$ cat src/hw/bcef_pkg.sv
// Constants for the bus-controller event flag logic
package bcef_pkg;

   // Register indices (byte address is four times the index)
   localparam logic [7:0]  COND_FLAGS_IDX    = 8'h37;
   localparam logic [7:0]  EVENT_FLAGS_IDX   = 8'h38;
   localparam logic [7:0]  CONFIG_IDX        = 8'h39;
   localparam logic [7:0]  SEQ_STATUS_IDX    = 8'h3A;

   // Condition-code register fields
   localparam int          RUNNING_BIT       = 15;
   localparam logic [15:0] COND_GP_MASK      = 16'h00FF;
   localparam logic [15:0] COND_RESET        = 16'h0000;

   // Event flag positions
   localparam int          STACK_ERR_BIT     = 11;
   localparam int          TRAP_BIT          = 10;
   localparam int          STATUS_SET_BIT    = 9;
   localparam int          IRQ_CODE_MSB      = 8;
   localparam int          IRQ_CODE_LSB      = 5;
   localparam int          MSG_ERR_BIT       = 4;
   localparam int          EOM_BIT           = 3;
   localparam logic [15:0] EVENT_RESET       = 16'h0000;

   // Configuration register fields
   localparam int          FMT_CHECK_BIT     = 13;
   localparam int          TRAP_ENABLE_BIT   = 10;
   localparam int          BCR_MASK_EN_BIT   = 5;
   localparam logic [15:0] CONFIG_MASK       = 16'h2420;
   localparam logic [15:0] CONFIG_RESET      = 16'h0400;

   // Instruction word layout
   localparam int          OPCODE_MSB        = 15;
   localparam int          OPCODE_LSB        = 11;
   localparam int          FIXED_MSB         = 9;
   localparam int          FIXED_LSB         = 5;
   localparam logic [4:0]  FIXED_FIELD_VALUE = 5'h0A;
   localparam logic [4:0]  SUBROUTINE_CALL_OP     = 5'h0C;
   localparam logic [4:0]  SUBROUTINE_RETURN_INSTR = 5'h0D;
   localparam logic [4:0]  IRQ_REQUEST_OP    = 5'h06;
   localparam logic [31:0] DEFINED_OPCODES   = 32'h0FFF_FFFF;

   // Call stack
   localparam logic [2:0]  STACK_MAX         = 3'h7;
   localparam logic [2:0]  STACK_MIN         = 3'h0;

   // Control word fields
   localparam int          CW_BCAST_BIT      = 0;
   localparam int          CW_RTRT_BIT       = 1;
   localparam int          CW_MODE_BIT       = 2;
   localparam int          CW_MASK_BCR_BIT   = 5;

   // Status word fields
   localparam int          SW_ADDR_MSB       = 15;
   localparam int          SW_ADDR_LSB       = 11;
   localparam int          SW_ME_BIT         = 10;
   localparam int          SW_BCR_BIT        = 4;
   localparam logic [10:0] SW_CHECKED_MASK   = 11'h71F;

   // Bus transfer codes
   localparam logic [1:0]  HTRANS_NONSEQ     = 2'h2;
   localparam logic [1:0]  HTRANS_SEQ        = 2'h3;

endpackage : bcef_pkg

$ cat src/hw/bcef_flags.sv
// Bus-controller event flags, call stack, trap and status checks
//
// The AHB-Lite interface to the registers is this design's own decision.
`timescale 1ns/1ps
`default_nettype none

module bcef_flags (
   // Clock, reset, enable
   input  wire logic        hclk,
   input  wire logic        hresetn,
   input  wire logic        ce,
   // AHB-Lite slave
   input  wire logic        hsel,
   input  wire logic [31:0] haddr,
   input  wire logic [1:0]  htrans,
   input  wire logic        hwrite,
   input  wire logic [2:0]  hsize,
   input  wire logic        hready,
   input  wire logic [31:0] hwdata,
   output logic [31:0]      hrdata,
   output logic             hreadyout,
   output logic             hresp,
   // Instruction sequencer
   input  wire logic        instr_exec,
   input  wire logic [15:0] instr_word,
   input  wire logic        instr_parity_ok,
   input  wire logic [15:0] instr_param,
   output logic             seq_halt,
   // Message engine
   input  wire logic        msg_active,
   input  wire logic        msg_done,
   input  wire logic        msg_broadcast,
   input  wire logic        fmt_strobe,
   input  wire logic [15:0] ctrl_word,
   input  wire logic        cmd_mode,
   input  wire logic        cmd_rtrt,
   input  wire logic        cmd_bcast,
   output logic             block_size_16,
   output logic [2:0]       fmt_mismatch,
   input  wire logic        status_strobe,
   input  wire logic [15:0] status_word,
   input  wire logic [4:0]  expected_rt_addr,
   // Running indicator to the sequencer
   output logic             running_indicator
);

   ////////////////////////////////////////////////////////////////////////////
   // Instruction decode

   function automatic logic is_illegal(input logic [15:0] w, input logic par_ok);
      logic [4:0] op;
      op = w[bcef_pkg::OPCODE_MSB:bcef_pkg::OPCODE_LSB];
      is_illegal = !bcef_pkg::DEFINED_OPCODES[op] || !par_ok ||
                   (w[bcef_pkg::FIXED_MSB:bcef_pkg::FIXED_LSB] !=
                    bcef_pkg::FIXED_FIELD_VALUE);
   endfunction : is_illegal

   function automatic logic is_op(input logic [15:0] w, input logic [4:0] code);
      is_op = (w[bcef_pkg::OPCODE_MSB:bcef_pkg::OPCODE_LSB] == code);
   endfunction : is_op

   logic        illegal_exec;
   logic        call_exec;
   logic        return_exec;
   logic        irq_exec;

   assign illegal_exec = ce && instr_exec && is_illegal(instr_word, instr_parity_ok);
   assign call_exec    = ce && instr_exec && !illegal_exec &&
                         is_op(instr_word, bcef_pkg::SUBROUTINE_CALL_OP);
   assign return_exec  = ce && instr_exec && !illegal_exec &&
                         is_op(instr_word, bcef_pkg::SUBROUTINE_RETURN_INSTR);
   assign irq_exec     = ce && instr_exec && !illegal_exec &&
                         is_op(instr_word, bcef_pkg::IRQ_REQUEST_OP);

   ////////////////////////////////////////////////////////////////////////////
   // AHB-Lite slave: zero wait states, stretched while ce is low

   logic        dphase;
   logic        dwrite;
   logic [7:0]  dindex;
   logic        addr_ok;
   logic        wr_cond;
   logic        wr_event;
   logic        wr_config;
   logic [15:0] wdata;

   assign hreadyout = ce;
   assign hresp     = 1'b0;
   assign addr_ok   = hsel && hready && ce && htrans[1] && (haddr[31:10] == 22'h000000);

   always_ff @(posedge hclk or negedge hresetn) begin
      if (!hresetn) begin
         dphase <= 1'b0;
         dwrite <= 1'b0;
         dindex <= 8'h00;
      end else if (ce && hready) begin
         dphase <= hsel && htrans[1];
         dwrite <= hsel && htrans[1] && hwrite;
         dindex <= addr_ok ? haddr[9:2] : 8'hFF;
      end
   end

   assign wdata     = hwdata[15:0];
   assign wr_cond   = ce && dphase && dwrite && (dindex == bcef_pkg::COND_FLAGS_IDX);
   assign wr_event  = ce && dphase && dwrite && (dindex == bcef_pkg::EVENT_FLAGS_IDX);
   assign wr_config = ce && dphase && dwrite && (dindex == bcef_pkg::CONFIG_IDX);

   ////////////////////////////////////////////////////////////////////////////
   // Configuration register

   logic [15:0] config_reg;

   always_ff @(posedge hclk or negedge hresetn) begin
      if (!hresetn) begin
         config_reg <= bcef_pkg::CONFIG_RESET;
      end else if (wr_config) begin
         config_reg <= wdata & bcef_pkg::CONFIG_MASK;
      end
   end

   ////////////////////////////////////////////////////////////////////////////
   // Call stack depth

   logic [2:0]  stack_depth;
   logic        stack_over;
   logic        stack_under;

   assign stack_over  = call_exec && (stack_depth == bcef_pkg::STACK_MAX);
   assign stack_under = return_exec && (stack_depth == bcef_pkg::STACK_MIN);

   always_ff @(posedge hclk or negedge hresetn) begin
      if (!hresetn) begin
         stack_depth <= bcef_pkg::STACK_MIN;
      end else if (call_exec && !stack_over) begin
         stack_depth <= stack_depth + 3'h1;
      end else if (return_exec && !stack_under) begin
         stack_depth <= stack_depth - 3'h1;
      end
   end

   ////////////////////////////////////////////////////////////////////////////
   // Running indicator and halt after the current message

   logic [15:0] cond_flags;
   logic        halt_pending;

   always_ff @(posedge hclk or negedge hresetn) begin
      if (!hresetn) begin
         cond_flags <= bcef_pkg::COND_RESET;
      end else if (illegal_exec) begin
         cond_flags[bcef_pkg::RUNNING_BIT] <= 1'b0;
      end else if (wr_cond) begin
         cond_flags <= wdata & (bcef_pkg::COND_GP_MASK | 16'h8000);
      end
   end

   assign running_indicator = cond_flags[bcef_pkg::RUNNING_BIT];

   always_ff @(posedge hclk or negedge hresetn) begin
      if (!hresetn) begin
         halt_pending <= 1'b0;
         seq_halt     <= 1'b0;
      end else if (ce) begin
         if (illegal_exec) begin
            halt_pending <= 1'b1;
            seq_halt     <= 1'b0;
         end else if (halt_pending && !msg_active) begin
            halt_pending <= 1'b0;
            seq_halt     <= 1'b1;
         end else if (wr_cond && wdata[bcef_pkg::RUNNING_BIT]) begin
            seq_halt     <= 1'b0;
         end
      end
   end

   ////////////////////////////////////////////////////////////////////////////
   // Control word format check

   logic [2:0]  fmt_diff;
   logic        fmt_trap;

   // Mismatch never stops the sequencer; stored commands go out as stored
   assign fmt_diff = {ctrl_word[bcef_pkg::CW_MODE_BIT] ^ cmd_mode,
                      ctrl_word[bcef_pkg::CW_RTRT_BIT] ^ cmd_rtrt,
                      ctrl_word[bcef_pkg::CW_BCAST_BIT] ^ cmd_bcast};
   assign fmt_trap = ce && fmt_strobe && config_reg[bcef_pkg::FMT_CHECK_BIT] &&
                     (fmt_diff != 3'h0) &&
                     config_reg[bcef_pkg::TRAP_ENABLE_BIT];

   always_ff @(posedge hclk or negedge hresetn) begin
      if (!hresetn) begin
         fmt_mismatch  <= 3'h0;
         block_size_16 <= 1'b0;
      end else if (ce && fmt_strobe) begin
         fmt_mismatch  <= config_reg[bcef_pkg::FMT_CHECK_BIT] ? fmt_diff : 3'h0;
         block_size_16 <= ctrl_word[bcef_pkg::CW_RTRT_BIT];
      end
   end

   ////////////////////////////////////////////////////////////////////////////
   // RT status word check

   logic [10:0] expected_bits;
   logic [10:0] checked_mask;
   logic        status_bad;
   logic        last_me;

   always_comb begin
      expected_bits = 11'h000;
      checked_mask  = bcef_pkg::SW_CHECKED_MASK;
      if (!config_reg[bcef_pkg::BCR_MASK_EN_BIT]) begin
         expected_bits[bcef_pkg::SW_BCR_BIT] = ctrl_word[bcef_pkg::CW_MASK_BCR_BIT];
      end else begin
         checked_mask[bcef_pkg::SW_BCR_BIT] = 1'b0;
      end
   end

   assign status_bad = ce && status_strobe &&
      ((status_word[bcef_pkg::SW_ADDR_MSB:bcef_pkg::SW_ADDR_LSB] != expected_rt_addr) ||
       (((status_word[10:0] ^ expected_bits) & checked_mask) != 11'h000));

   always_ff @(posedge hclk or negedge hresetn) begin
      if (!hresetn) begin
         last_me <= 1'b0;
      end else if (ce && msg_done) begin
         last_me <= 1'b0;
      end else if (ce && status_strobe) begin
         last_me <= status_word[bcef_pkg::SW_ME_BIT];
      end
   end

   ////////////////////////////////////////////////////////////////////////////
   // Sticky event flags: write one to clear, a new event wins over the clear

   logic        stack_error_flag;
   logic        trap_flag;
   logic        status_set_flag;
   logic [3:0]  irq_code_field;
   logic        message_error_flag;
   logic        end_of_message_flag;
   logic        msg_err_evt;
   logic        eom_evt;

   assign msg_err_evt = ce && msg_done && !msg_broadcast &&
                        (last_me || (status_strobe && status_word[bcef_pkg::SW_ME_BIT]));
   assign eom_evt     = ce && msg_done;

   function automatic logic next_flag(input logic cur, input logic evt, input logic clr);
      next_flag = evt || (cur && !clr);
   endfunction : next_flag

   always_ff @(posedge hclk or negedge hresetn) begin
      if (!hresetn) begin
         stack_error_flag    <= 1'b0;
         trap_flag           <= 1'b0;
         status_set_flag     <= 1'b0;
         message_error_flag  <= 1'b0;
         end_of_message_flag <= 1'b0;
      end else begin
         stack_error_flag    <= next_flag(stack_error_flag, stack_over || stack_under,
                                          wr_event && wdata[bcef_pkg::STACK_ERR_BIT]);
         trap_flag           <= next_flag(trap_flag, illegal_exec || fmt_trap,
                                          wr_event && wdata[bcef_pkg::TRAP_BIT]);
         status_set_flag     <= next_flag(status_set_flag, status_bad,
                                          wr_event && wdata[bcef_pkg::STATUS_SET_BIT]);
         message_error_flag  <= next_flag(message_error_flag, msg_err_evt,
                                          wr_event && wdata[bcef_pkg::MSG_ERR_BIT]);
         end_of_message_flag <= next_flag(end_of_message_flag, eom_evt,
                                          wr_event && wdata[bcef_pkg::EOM_BIT]);
      end
   end

   always_ff @(posedge hclk or negedge hresetn) begin
      if (!hresetn) begin
         irq_code_field <= 4'h0;
      end else if (irq_exec) begin
         irq_code_field <= instr_param[3:0];
      end else if (wr_event) begin
         irq_code_field <= irq_code_field &
                           ~wdata[bcef_pkg::IRQ_CODE_MSB:bcef_pkg::IRQ_CODE_LSB];
      end
   end

   ////////////////////////////////////////////////////////////////////////////
   // Read data

   logic [15:0] event_view;

   assign event_view = {4'h0, stack_error_flag, trap_flag, status_set_flag, irq_code_field,
                        message_error_flag, end_of_message_flag, 3'h0};

   always_comb begin
      hrdata = 32'h0000_0000;
      if (dphase && !dwrite) begin
         case (dindex)
            bcef_pkg::COND_FLAGS_IDX:  hrdata = {16'h0000, cond_flags};
            bcef_pkg::EVENT_FLAGS_IDX: hrdata = {16'h0000, event_view};
            bcef_pkg::CONFIG_IDX:      hrdata = {16'h0000, config_reg};
            bcef_pkg::SEQ_STATUS_IDX:  hrdata = {29'h0000_0000, stack_depth};
            default:                   hrdata = 32'h0000_0000;
         endcase
      end
   end
endmodule : bcef_flags

`default_nettype wire

$ cat config.mk
export PLATFORM = sky130hd
export DESIGN_NAME = bcef_flags
export DESIGN_NICKNAME = d
export VERILOG_FILES = /design/src/hw/bcef_pkg.sv /design/src/hw/bcef_flags.sv
export SDC_FILE = /design/constraint.sdc
export NUM_CORES = 1
export LEC_CHECK = 0
export BUFFER_PORTS_ARGS = -buffer_cell sky130_fd_sc_hd__clkbuf_2
export CAP_MARGIN = 0
export CORE_MARGIN = 4
export CORE_UTILIZATION = 44
export DETAILED_ROUTE_END_ITERATION = 10
export MAX_ROUTING_LAYER = met4
export PLACE_DENSITY = 0.92
export SKIP_CTS_REPAIR_TIMING = 1
export SLEW_MARGIN = 20
export SYNTH_ARGS = -nofsm -noshare
export SYNTH_HDL_FRONTEND = slang
export SYNTH_SLANG_ARGS = --single-unit
$ cat constraint.sdc
create_clock -name hclk -period 4.6 [get_ports hclk]
set_input_delay 0.23 -clock hclk [delete_from_list [all_inputs] [get_ports hclk]]
set_output_delay 0.23 -clock hclk [all_outputs]
set_load 0.01 [all_outputs]
# Yosys cells after proc, flatten, opt, wreduce, memory -nomap -nowiden
# Memory sizes are Yosys's and may differ from the RTL's.
# Cells that the tools add are included.
# W data, S select, Z words.
# op_classes
n_addsub,2
order_cmp,1
eq_ne,10
mux,20
bitwise_logic,8
n_reduce_logical,82
# ops
cell,count
$pmux W16 S4,1
$logic_and A1 B1 Y1,45
$eq A8 B6 Y1 const B,4
$mux W32,1
$logic_not A22 Y1,1
$mux W16,1
$logic_not A1 Y1,13
$and A11 B11 Y11,1
$logic_or A1 B1 Y1,11
$mux W1,11
$reduce_bool A11 Y1,1
$xor A11 B5 Y11,1
$eq A5 B4 Y1 const B,2
$reduce_bool A2 Y1,5
$mux W3,3
$mux W4,2
$mux W8,1
$lt A5 B6 Y1 const B,1
$reduce_and A2 Y1,3
$reduce_bool A3 Y1,2
$eq A5 B3 Y1 const B,1
$ne A5 B4 Y1 const B,1
$ne A5 B5 Y1,1
$and A4 B4 Y4,1
7 further kinds,9
# word_totals
reg_bits,41
mem_bits_ro,32
inputBits,154
output_inout_bits,40
elab_cells,142
n_memories,1
# mem_list
memory,words,word_bits,read_ports,rd_clocked_by_memory_dff,write_ports,line,text
(no name shown),32,1,1,0,0,bcef_flags.sv:53,is_illegal = !bcef_pkg::DEFINED_OPCODES[op] || !par_ok ||

# Depth between registers and ports, before layout
# Gate-level depths: netlist of run 1.
# logic_depth
ltp_word,14
mapped_depth,8
ltp_nobuf,8

# Least setup slack after synthesis of run 1
# OpenSTA, ideal clock, no wires.
# synth_path
path_kind,input-to-reg
from,input port instr_word[9]
to,register stack_depth[2]
setup_time_ns,0.087
arrival_ns,1.824
required_time_ns,4.513
setup_slack_ns,2.689
stages,8
n_path_buf,0
cell_sequence,nand2b_1 nor4_4 nand2_1 fa_1 nor3b_1 a21oi_1 o21ai_1 a22oi_1
# synth_between
elab_chain_len,10
elab_cells_between_ends,15
classes_between,1 x eq/ne; 1 x mux; 13 x reduce/logical
# synth_rtl
item,line,text
start: declaration,bcef_flags.sv:25,"input wire logic [15:0] instr_word,"
$ne A5 B4 Y1 *,bcef_flags.sv:54,(w[bcef_pkg::FIXED_MSB:bcef_pkg::FIXED_LSB] !=
$logic_or A1 B1 Y1 *,bcef_flags.sv:53,
$logic_and A1 B1 Y1 *,bcef_flags.sv:67,"assign illegal_exec = ce && instr_exec && is_illegal(instr_word, instr_parity_ok);"
$logic_not A1 Y1 *,"bcef_flags.sv:68, bcef_flags.sv:70",
$logic_and A1 B1 Y1 *,"bcef_flags.sv:68, bcef_flags.sv:70",
$logic_and A1 B1 Y1 (on tied branches),"bcef_flags.sv:68, bcef_flags.sv:70",
$logic_and A1 B1 Y1 (on tied branches),"bcef_flags.sv:128, bcef_flags.sv:129",
$logic_not A1 Y1 (on tied branches),"bcef_flags.sv:134, bcef_flags.sv:136",
$logic_and A1 B1 Y1 (on tied branches),"bcef_flags.sv:134, bcef_flags.sv:136",
$mux W3 or $reduce_bool A2 Y1 (tied branches),--,
end signal: assignment,bcef_flags.sv:133,stack_depth <= bcef_pkg::STACK_MIN;
end signal: assignment,bcef_flags.sv:135,stack_depth <= stack_depth + 3'h1;
end signal: assignment,bcef_flags.sv:137,stack_depth <= stack_depth - 3'h1;
end: declaration,bcef_flags.sv:124,logic [2:0] stack_depth;
# Every way passes the cells marked *; elsewhere a longest branch is shown, timed or not.
# A chain may end at the register's enable or synchronous reset.

# Final worst setup path of run 1
# layout_path
from,register dindex[6]
to,output port hrdata[2]
# layout_between
elab_chain_len,3
elab_cells_between_ends,6
classes_between,4 x eq/ne; 2 x mux
# layout_rtl
item,line,text
start: declaration,bcef_flags.sv:80,logic [7:0] dindex;
start signal: assignment,bcef_flags.sv:99,dindex <= addr_ok ? haddr[9:2] : 8'hFF;
$eq A8 B6 Y1,bcef_flags.sv:295,case (dindex)
$pmux W16 S4 *,bcef_flags.sv:295,
$mux W32 *,bcef_flags.sv:294,if (dphase && !dwrite) begin
end: declaration,bcef_flags.sv:20,"output logic [31:0] hrdata,"
# Marks and branches as above.

==> impl_results.md, run 1 <==
* Outcome: complete, no violations
* Area Overhead vs Synth at 25.1%
* Total Nets Final at a little over 500
* CTS root buffer: clkbuf_8
* Crit share post-route at 55.3%
* Cells along the critical path: nand4bb_1 -> nor4b_1 -> a22oi_1 -> nor2_1 -> clkbuf_2
* Initial Utilization at 45.7%
* Crit. End Element: output pin
* Ys Warns at 0
* CP max stage delay at 0.82 ns
* Top reg by flops: cond_flags
* Critical path launch point type: register
* Clk pin slew, worst setup/hold paths at 0.07 ns
* Setup TNS at 0 ns
* Vias per cell at 5.25
* Gr usage total at 18.9%
* Initial antenna violation count at 0
* Die Y-Extent at approximately 84 µm
* Via count at 2,257
* Row cnt at 27
* Ys flop type: dfrtp_1
* HP Class: input pin to asynchronous set/reset pin
* Count leader, synth: dfrtp_1
* Largest register FFs at 9
* Peak VDD IR at approximately 0.14 mV
* P_sw at 0.175 mW
* Yosys top cell area share at 39.3%
* Gate power share at 14.7%
* Post-synth EDFFs at 0
* Yosys reg bits at 41
* Vias in the first global route at 2,283
* Fraction of layout cells with a size suffix above 1 at 41.1%
* Diode count at 0
* Antenna-violating nets left at 0
* Leak at 1.55 nW
* Peak Freq at 393 MHz
* Post-Syn Area per Cell at between 10 and 15 µm²
* Biggest regs: cond_flags (9), dindex (8), irq_code_field (4)
* RSZ-0062 raised after global routing: no
* 1st-iter DRT viols at 62
* Post-Syn Area at 2550 µm²
* Overflow after GRT at 0
* FFs w/ async S/R, synth at 100%
* Crit Path Max Fanout at 5
* CTS Sinks at 41
* DP HPWL at 5.30 mm
* Num CTS Buffers at 5
* Drt pass-1 iters at 4
* Top-level I/O count at 194
* Die ar. at 7080 µm²
* Worst path slowest cell: nor4b_1
* Clock power frac at roughly 32%
* Tmin final at roughly 2.5 ns
* # setup viols final at 0
* Final Hold Viols at 0
* Max-slew violation count at 0
* Max-Cap Viols at 0
* P_int at 0.522 mW
* Top cells by instance count after synthesis: dfrtp_1 (40), buf_4 (21), nand2_1 (15), nor2_1 (11), inv_1 (10)
* Met2 usage at 32.4%
* Seq/Total Area, Yosys at 40.3%
* DRC viols at 0
* Met3 usage at 4.74%
* Sw frac at 25.1%
* H-tree depth at 2
* Clk buf depth at 2
* First-pass GRT wire length at 10.6 mm
* Die Span X at 84.1 µm
* Slew Limit Headroom at 40.1%
* Req. time, crit path at 4.37 ns
* Setup CP Type: register to output pin
* Filler cells at roughly 520
* Worst hold slack at between 0.05 and 0.06 ns
* Largest cells by area after synthesis: dfrtp_1 (39%), buf_4 (6.2%), mux2_4 (4.7%)
* Pin count of the biggest net entering global routing at 42
* Core region area at ~5600 µm²
* CTS tree: built
* Number of port buffers at 117
* Routed wire length at 6.51 mm
* Seq pwr share at between 50% and 60%
* Global route hottest layer: met2
* Post-synthesis cell type count at 63
* GRT met1 Usage at 22.5%
* GPL Wtd Cong at 0.799
* Wire per inst at 15.1 µm
* Worst Path Arrival at 2.32 ns
* Post-route clock skew at 0.00468 ns
* Post-synth top area cell: dfrtp_1
* Skew-Pair Late Insertion Delay at 0.29 ns
* Syn Inst Count at 242
* Power Dens Cells at around 220 nW/µm²
* Worst slew pin tran at 0.898 ns
==> cells by family after synthesis <==
family                   count (synthesis)  synth area share (%)
flip-flops                              41                  40.3
adder cells (fa/ha/maj)                  1                 0.785
buffers and inverters                   37                  8.73
other                                    1                 0.147
XOR/XNOR                                10                  3.43
multiplexers                            14                  7.26
AO/OA/AOI/OAI                           58                  17.1
AND/OR/NAND/NOR                         80                  22.3
==> through the flow <==
step           instance area [µm²]  cells  util [%]  power (mW)  setup slack, ns
2_1_floorplan                 2620    260         -       0.433             2.69
3_3_place_gp                  3110    422      55.8       0.479             2.35
3_5_place_dp                  3110    422      55.8       0.482             2.29
4_1_cts                       3190    430      57.2       0.708             2.09
5_1_grt                       3190    430      57.2       0.737             1.89
6_report                      3190    430      57.2       0.697             2.05
==> final timing paths <==
check                                     from                end  slack [ns]  depth (start not counted)
worst max-delay path                 dindex[6]          hrdata[2]        2.05                          5
worst min-delay path                   hresetn     stack_depth[0]        0.06                          1
worst max register to register       dindex[6]      config_reg[5]        2.73                          4
worst min register to register    halt_pending       halt_pending        0.49                          1
max in group asynchronous              hresetn     cond_flags[15]        3.97                          1
min in group hclk               instr_param[0]  irq_code_field[0]        0.14                          2
==> power groups by stage <==
stage | Sequential (mW) | Clock (mW) | Combinational, mW
after global placement | 0.378 | 0 | 0.100
after global routing | 0.373 | 0.250 | 0.115
after CTS | 0.372 | 0.232 | 0.104
final | 0.372 | 0.223 | 0.102
after detailed placement | 0.379 | 0 | 0.103
after floorplan | 0.379 | 0 | 0.0538
==> layout make-up <==
cell class	count	area, µm²	area share [%]
inverter	10	37.5	1.18
timing repair buffer	117	586	18.4
clock buffer	6	72.6	2.27
clock inverter	2	10.0	0.314
tap	72	90.1	2.82
sequential	41	1030	32.2
multi-input combinational	182	1370	42.9
==> per-layer routing <==
| layer | vias up | share of wire (%) | wire length, µm |
|---|---|---|---|
| met5 | - | 0 | 0 |
| met4 | 0 | 0.75 | 49 |
| met3 | 6 | 6.9 | 451 |
| met2 | 92 | 52 | 3350 |
| met1 | 1067 | 41 | 2650 |
| li1 | 1092 | - | - |
==> critical path: cells and delay by family, from the launching register on <==
kind / cells / cell delay (ns)
buffers and inverters: 1 / 0.16
flip-flops: 1 / 0.39
AO/OA/AOI/OAI: 1 / 0.17
AND/OR/NAND/NOR: 3 / 1.30
==> placed cells by master, fill, tap and decap left out, types with 2 or more instances in the layout <==
| cell type | n |
|---|---|
| o22a_1 | 7 |
| a31oi_1 | 2 |
| xnor2_1 | 7 |
| nor4_4 | 2 |
| a21oi_1 | 7 |
| conb_1 | 19 |
| or4_1 | 2 |
| nor4_1 | 6 |
| mux2i_1 | 2 |
| clkbuf_8 | 5 |
| a21o_1 | 6 |
| and2_1 | 3 |
| a22oi_1 | 8 |
| mux2_4 | 8 |
| nor4_2 | 2 |
| a211oi_1 | 5 |
| o2bb2ai_1 | 2 |
| and3_1 | 8 |
| xor2_1 | 3 |
| inv_1 | 10 |
| clkinv_2 | 2 |
| o21ai_0 | 5 |
| nand2_1 | 15 |
| dfrtp_1 | 40 |
| o22ai_1 | 3 |
| nand2b_1 | 5 |
| nand3_1 | 4 |
| nor2_1 | 11 |
| nor3_1 | 4 |
| clkbuf_2 | 116 |
| nor2b_1 | 2 |
| mux2_1 | 3 |
| a22o_1 | 2 |
No activity file was read; power rests on OpenSTA's default activity.
==> run 2: changes to the inputs <==
ABC_AREA = 1   (was unset)
CORE_UTILIZATION = 40   (was 44)
PLACE_DENSITY = 0.85   (was 0.92)
clock period = 2.5 ns   (was 4.6 ns; I/O delays follow)
==> run 2 against run 1 <==
The run now ends with negative hold slack left. Global-route usage is 0.13 points lower. Clock-buffer cell count up 1. Routed wire length rose by 4.3%. Combinational power grew 120%. Sequential power is 90% higher. Clock power increased by 150%. Worst setup slack got worse by 1.7 ns. Synthesized cell count rose by 41%. Clock skew is 0.0032 ns higher. First-iteration DRC count up 120%.
==> impl_results.md, run 2 <==
* Top reg by flops: cond_flags (unchanged)
* Power Dens Cells at 454 nW/µm² (was 219 nW/µm²)
* Outcome: complete, but fails checks (was complete, no violations)
* Yosys top cell area share at 39.2% (was 39.3%)
* Largest family of logic cells by synthesized area: simple AND/OR/NAND/NOR gates (unchanged)
* Post-synthesis cell type count at 31 (was 63)
* Worst slew pin tran at 0.921 ns (was 0.898 ns)
* Worst hold slack at -0.0377 ns (was 0.0580 ns)
* Row cnt at 28 (was 27)
* HP Class: input pin to asynchronous set/reset pin (unchanged)
* Largest register FFs at 9 (unchanged)
* Post-route clock skew at 0.00786 ns (was 0.00468 ns)
* Die ar. at 7720 µm² (was 7080 µm²)
* Die Span X at 87.9 µm (was 84.1 µm)
* Routed wire length at 6.79 mm (was 6.51 mm)
* Most common cell after layout, fill and taps aside: clkbuf_2 (unchanged)
* Crit. End Element: output pin (unchanged)
* Failing checks: negative hold slack
* Antenna-violating nets left at 0 (unchanged)
* Most frequent cells in the layout: clkbuf_2 (116), nand2_1 (85), nor2_1 (48), dfrtp_1 (40), nand3_1 (35) (was clkbuf_2 (116), dfrtp_1 (40), conb_1 (19), nand2_1 (15), nor2_1 (11))
* Final Hold Viols at 40 (was 0)
* DP HPWL at 5.56 mm (was 5.30 mm)
* Drt pass-1 iters at 4 (unchanged)
* Peak Freq at 467 MHz
* Post-Syn Area per Cell at 7.46 µm² (was 10.5 µm²)
* Clk buf depth at 2 (unchanged)
* Req. time, crit path at 2.38 ns (was 4.37 ns)
* First-pass GRT wire length at 11.0 mm (was 10.6 mm)
* Compound-cell area share of the yosys netlist at 7.90% (was 17.1%)
* Worst setup slack after layout at 0.357 ns (was 2.05 ns)
* Setup CP Type: register to output pin (unchanged)
* CTS root buffer: clkbuf_8 (unchanged)
* Biggest regs: cond_flags (9), dindex (8), irq_code_field (4) (unchanged)
* Slew Limit Headroom at 38.6% (was 40.1%)
* Number of port buffers at 117 (unchanged)
* Diode count at 0 (unchanged)
* Skew-Pair Late Insertion Delay at 0.30 ns (was 0.29 ns)
* Synth Area in Simple Gates at 36.8% (was 22.3%)
* Seq/Total Area, Yosys at 40.3% (about the same)
* Total Nets Final at 618 (was 512)
* Final core utilization at 53.8% (was 57.2%)
* Critical path launch point type: register (unchanged)
* CTS Sinks at 41 (unchanged)
* Initial Utilization at 42.1% (was 45.7%)
* DRC viols at 0 (unchanged)
* Crit share post-route at 85.7%
* Initial antenna violation count at 0 (unchanged)
* Num CTS Buffers at 5 (unchanged)
* Vias in the first global route at 2,546 (was 2,283)
* Synth Area in XOR/XNOR at 2.75% (was 3.43%)
* Placed cell count at 531 (was 422)
* Worst Path Arrival at 2.02 ns (was 2.32 ns)
* Count leader, synth: nand2_1 (was dfrtp_1)
* CTS tree: built (unchanged)
* Max-Cap Viols at 0 (unchanged)
* Post-place setup slack at 0.671 ns (was 2.29 ns)
* Leak at 1.74 nW (was 1.55 nW)
* Crit Reg-Reg Startpoint: dindex[2] (was dindex[6])
* Vias per cell at 4.77 (was 5.25)
* GPL Wtd Cong at 0.812 (was 0.799)
* Peak VDD IR at 0.234 mV (was 0.143 mV)
* Pin count of the biggest net entering global routing at 42 (unchanged)
* Wire per inst at 12.6 µm (was 15.1 µm)
* Total power at 1.48 mW (was 0.697 mW)
* RSZ-0062 raised after global routing: no (unchanged)
* Via count at 2,570 (was 2,257)
* Yosys reg bits at 41 (unchanged)
* Max-slew violation count at 0 (unchanged)
* Post-synth EDFFs at 0 (unchanged)
* Overflow after GRT at 0 (unchanged)
* Mux cell area share after synthesis at 0.441% (was 7.26%)
* Top cells by instance count after synthesis: nand2_1 (85), nor2_1 (48), dfrtp_1 (40), nand3_1 (35), inv_1 (30) (was dfrtp_1 (40), buf_4 (21), nand2_1 (15), nor2_1 (11), inv_1 (10))
* Adder-cell share of the synthesized area at 0.785% (about the same)
* Die Y-Extent at 87.9 µm (was 84.1 µm)
* FFs w/ async S/R, synth at 100% (unchanged)
* H-tree depth at 2 (unchanged)
* Setup TNS at 0 ns (unchanged)
* Largest cells by area after synthesis: dfrtp_1 (39%), nand2_1 (13%), nor2_1 (7.1%) (was dfrtp_1 (39%), buf_4 (6.2%), mux2_4 (4.7%))
* Critical R2R Capture: message_error_flag (was config_reg[5])
* Slack of the worst reg-to-reg path at 0.79 ns (was 2.73 ns)
* Finished Layout Cells at 539 (was 430)
* Gr usage total at 18.8% (was 18.9%)
* Tmin final at between 2 and 2.5 ns
* Post-Syn Area at 2550 µm² (about the same)
* Worst Reg-to-Reg Cells at 8 (was 4)
* Clk pin slew, worst setup/hold paths at 0.08 ns (was 0.07 ns)
* # setup viols final at 0 (unchanged)
* Fraction of layout cells with a size suffix above 1 at 31.5% (was 41.1%)
* Post-synth top area cell: dfrtp_1 (unchanged)
* 1st-iter DRT viols at 134 (was 62)
* Core region area at 6060 µm² (was 5570 µm²)
* Ys flop type: dfrtp_1 (unchanged)
* Syn Inst Count at 342 (was 242)
* Top-level I/O count at 194 (unchanged)
* Crit Path Max Fanout at 6 (was 5)
* Area Overhead vs Synth at 27.8% (was 25.1%)
* Ys Warns at 0 (unchanged)
[run 2: logic make-up after synthesis]
logic type	count (synthesis)
muxes	1
buffers and inverters	53
AOI/OAI and AO/OA	37
DFF	41
and+or+nand+nor	200
xor gates and xnor gates	8
other	1
adders and majority gates	1
[run 2: critical path, stage by stage, from the launching register on]
cell      delay (ns)
dfrtp_1         0.39
inv_1           0.13
nand2_1         0.11
nor3_1          0.14
nand2_1         0.22
inv_1           0.26
nand2_1         0.10
o211ai_1        0.10
nand2_1         0.09
inv_1           0.07
clkbuf_2        0.13
[run 2: cell type report]
class,count,area (µm²)
clock buffers,7,86.3
fillers,605,2800
clock inverters,1,30.0
inverters,31,116
well taps,75,93.8
multi-input cells,266,1310
flip-flops and latches,41,1030
repair buffers,118,593
[run 2: power by group]
group | switching (mW) | internal, mW
logic | 0.124 | 0.0972
registers | 0.0163 | 0.689
clock network | 0.229 | 0.326
[run 2: through the flow]
stage	area, µm²	hold WS [ns]
6_report	3260	-0.0377
5_1_grt	3260	0.0482
4_1_cts	3260	0.0369
3_5_place_dp	3140	0.346
3_3_place_gp	3140	0.331
2_1_floorplan	2620	-0.171
[run 2: layer usage]
layer | GRT usage (%) | vias to the layer above | wire, µm
met4 | 3.77 | 0 | 56
met2 | 34.1 | 120 | 3450
met1 | 21.9 | 1137 | 2690
met5 | - | - | 0
met3 | 3.01 | 8 | 600
li1 | - | 1305 | -
[run 2: how the worst max path moves through the flow]
stage                    from             end  depth (start not counted)
3_5_place_dp        dindex[2]       hrdata[5]                         10
6_report            dindex[2]       hrdata[5]                         10
4_1_cts             dindex[2]       hrdata[5]                         10
3_3_place_gp        dindex[2]       hrdata[5]                         10
2_1_floorplan  instr_word[15]  stack_depth[2]                          8
5_1_grt             dindex[2]       hrdata[7]                         10
==> run 3: changes to the inputs <==
ABC_AREA = unset   (was 1)
GPL_ROUTABILITY_DRIVEN = 0   (was unset)
==> run 3 against run 2 <==
The flow still finishes with violations (negative hold slack). Hold slack better by 0.011 ns. Critical path type unchanged. Worst setup slack got worse by 0.034 ns. Routed wire length increased by 1.1%. Sequential power shrank 3.0%.
==> impl_results.md, run 3 (synthesis results as in run 1) <==
* Outcome: complete, but fails checks (unchanged)
* Failing checks: negative hold slack (unchanged)
* DP HPWL at 5.60 mm (was 5.56 mm)
* Num CTS Buffers at 5 (unchanged)
* Via count at 2,295 (was 2,570)
* Clk buf depth at 2 (unchanged)
* Overflow after GRT at 0 (unchanged)
* Core region area at 6060 µm² (unchanged)
* Die ar. at 7720 µm² (about the same)
* CTS Sinks at 41 (unchanged)
* Skew-Pair Late Insertion Delay at 0.29 ns (was 0.30 ns)
* Gr usage total at 18.3% (was 18.8%)
* Most common cell after layout, fill and taps aside: clkbuf_2 (unchanged)
* Row cnt at 28 (unchanged)
* Filler cells at 565 (was 605)
* Total Nets Final at 516 (was 618)
* DRC viols at 0 (unchanged)
* Slew Limit Headroom at 38.6% (about the same)
* Pin count of the biggest net entering global routing at 42 (unchanged)
* Worst Path Arrival at 2.05 ns (was 2.02 ns)
* Top-level I/O count at 194 (unchanged)
* Initial antenna violation count at 0 (unchanged)
* Critical R2R Capture: stack_depth[2] (was message_error_flag)
* HP Class: input pin to asynchronous set/reset pin (unchanged)
* Multi-input logic area at 1370 µm² (was 1310 µm²)
* Clock power frac at 36.6% (was 37.4%)
* Top reg by flops: cond_flags (unchanged)
* Setup TNS at 0 ns (unchanged)
* Crit. End Element: output pin (unchanged)
* Max-slew violation count at 0 (unchanged)
* Fraction of layout cells with a size suffix above 1 at 41.8% (was 31.5%)
* Post-route clock skew at 0.00445 ns (was 0.00786 ns)
* Post-place setup slack at 0.393 ns (was 0.671 ns)
* Die Span X at 87.8 µm (was 87.9 µm)
* P_int at 1.06 mW (was 1.11 mW)
* Worst slew pin tran at 0.922 ns (was 0.921 ns)
* Crit Reg-Reg Startpoint: stack_depth[1] (was dindex[2])
* RSZ-0062 raised after global routing: no (unchanged)
* First-pass GRT wire length at 10.7 mm (was 11.0 mm)
* Sw frac at 23.6% (was 24.9%)
* # setup viols final at 0 (unchanged)
* CTS root buffer: clkbuf_8 (unchanged)
* Final Hold Viols at 40 (unchanged)
* P_sw at 0.328 mW (was 0.369 mW)
* Worst setup slack after layout at 0.323 ns (was 0.357 ns)
* Power Dens Cells at 428 nW/µm² (was 454 nW/µm²)
* Peak Freq at 459 MHz (was 467 MHz)
* Worst Reg-to-Reg Cells at 7 (was 8)
* Number of port buffers at 117 (unchanged)
* Crit Path Max Fanout at 5 (was 6)
* Req. time, crit path at 2.38 ns (about the same)
* Seq pwr share at 49.3% (was 47.6%)
* Diode count at 0 (unchanged)
* Critical Path Source: dindex[7] (was dindex[2])
* Worst hold slack at -0.0271 ns (was -0.0377 ns)
* Crit share post-route at 87.1% (was 85.7%)
* Largest register FFs at 9 (unchanged)
* Initial Utilization at 42.1% (about the same)
* Vias in the first global route at 2,272 (was 2,546)
* Slack of the worst reg-to-reg path at 0.66 ns (was 0.79 ns)
* Setup CP Type: register to output pin (unchanged)
* Antenna-violating nets left at 0 (unchanged)
* Leak at 1.58 nW (was 1.74 nW)
* Clk pin slew, worst setup/hold paths at 0.08 ns (about the same)
* Wire per inst at 15.7 µm (was 12.6 µm)
* Drt pass-1 iters at 5 (was 4)
* Register area at 1030 µm² (unchanged)
* Most frequent cells in the layout: clkbuf_2 (116), dfrtp_1 (40), conb_1 (19), nand2_1 (15), nor2_1 (11) (was clkbuf_2 (116), nand2_1 (85), nor2_1 (48), dfrtp_1 (40), nand3_1 (35))
* Biggest regs: cond_flags (9), dindex (8), irq_code_field (4) (unchanged)
* Vias per cell at 5.26 (was 4.77)
* Tmin final at 2.18 ns (was 2.14 ns)
* Gate power share at 14.1% (was 14.9%)
* CTS tree: built (unchanged)
* Area Overhead vs Synth at 27.3% (was 27.8%)
* Critical path launch point type: register (unchanged)
* 1st-iter DRT viols at 102 (was 134)
* Die Y-Extent at 87.8 µm (was 87.9 µm)
* H-tree depth at 2 (unchanged)
* Peak VDD IR at 0.289 mV (was 0.234 mV)
* Routed wire length at 6.87 mm (was 6.79 mm)
* Max-Cap Viols at 0 (unchanged)
==> run 3: changes by cell type in the layout (fill, tap and decap cells not counted), sizes merged, moves of 9 or more <==
cell and delta:
a21oi -9, inv -21, mux2 +11, nand2 -75, nand3 -30, nor2 -39
nor4 +9, o21ai -13
==> run 3: worst max path at each step <==
stage,end,cells past startpoint
after detailed placement,stack_depth[2],9
after floorplan,stack_depth[2],8
after global placement,stack_depth[2],9
after CTS,hrdata[0],5
final,hrdata[2],5
after global routing,hrdata[2],5
==> run 3: cell type report <==
cell class	count	area share, %
multi-input cells	182	42.1
flip-flops and latches	41	31.7
clock inverters	2	1.08
repair buffers	121	19.0
clock buffers	5	2.12
inverters	10	1.16
well taps	75	2.89
==> run 3: critical path: stages, from the launching register on <==
cell and delay (ns):
dfrtp_1 0.40, nand4bb_1 0.31, nor4b_1 0.64, a22oi_1 0.15, nor2_1 0.13, clkbuf_2 0.14
==> run 3: power by group through the flow <==
stage	combinational (mW)	sequential (mW)	clock, mW
2_1_floorplan	0.0990	0.698	0
3_3_place_gp	0.193	0.696	0
3_5_place_dp	0.198	0.698	0
4_1_cts	0.198	0.684	0.529
5_1_grt	0.218	0.686	0.552
6_report	0.196	0.684	0.509
==> run 3: per-stage QoR <==
| step | instances | utilization, % | power (mW) | area, µm² | hold slack, ns |
|---|---|---|---|---|---|
| after floorplan | 260 | - | 0.797 | 2620 | -0.171 |
| after global placement | 429 | 51.8 | 0.890 | 3140 | 0.335 |
| after detailed placement | 429 | 51.8 | 0.895 | 3140 | 0.337 |
| after CTS | 436 | 53.6 | 1.41 | 3250 | 0.0350 |
| after global routing | 436 | 53.6 | 1.46 | 3250 | 0.0338 |
| final | 436 | 53.6 | 1.39 | 3250 | -0.0271 |
==> run 3: routing by layer <==
metal	wire (µm)	GRT usage [%]	share of wire (%)
met5	0	-	0
met4	43	4.18	0.63
met3	581	3.10	8.5
met2	3460	30.5	50
met1	2780	23.1	41
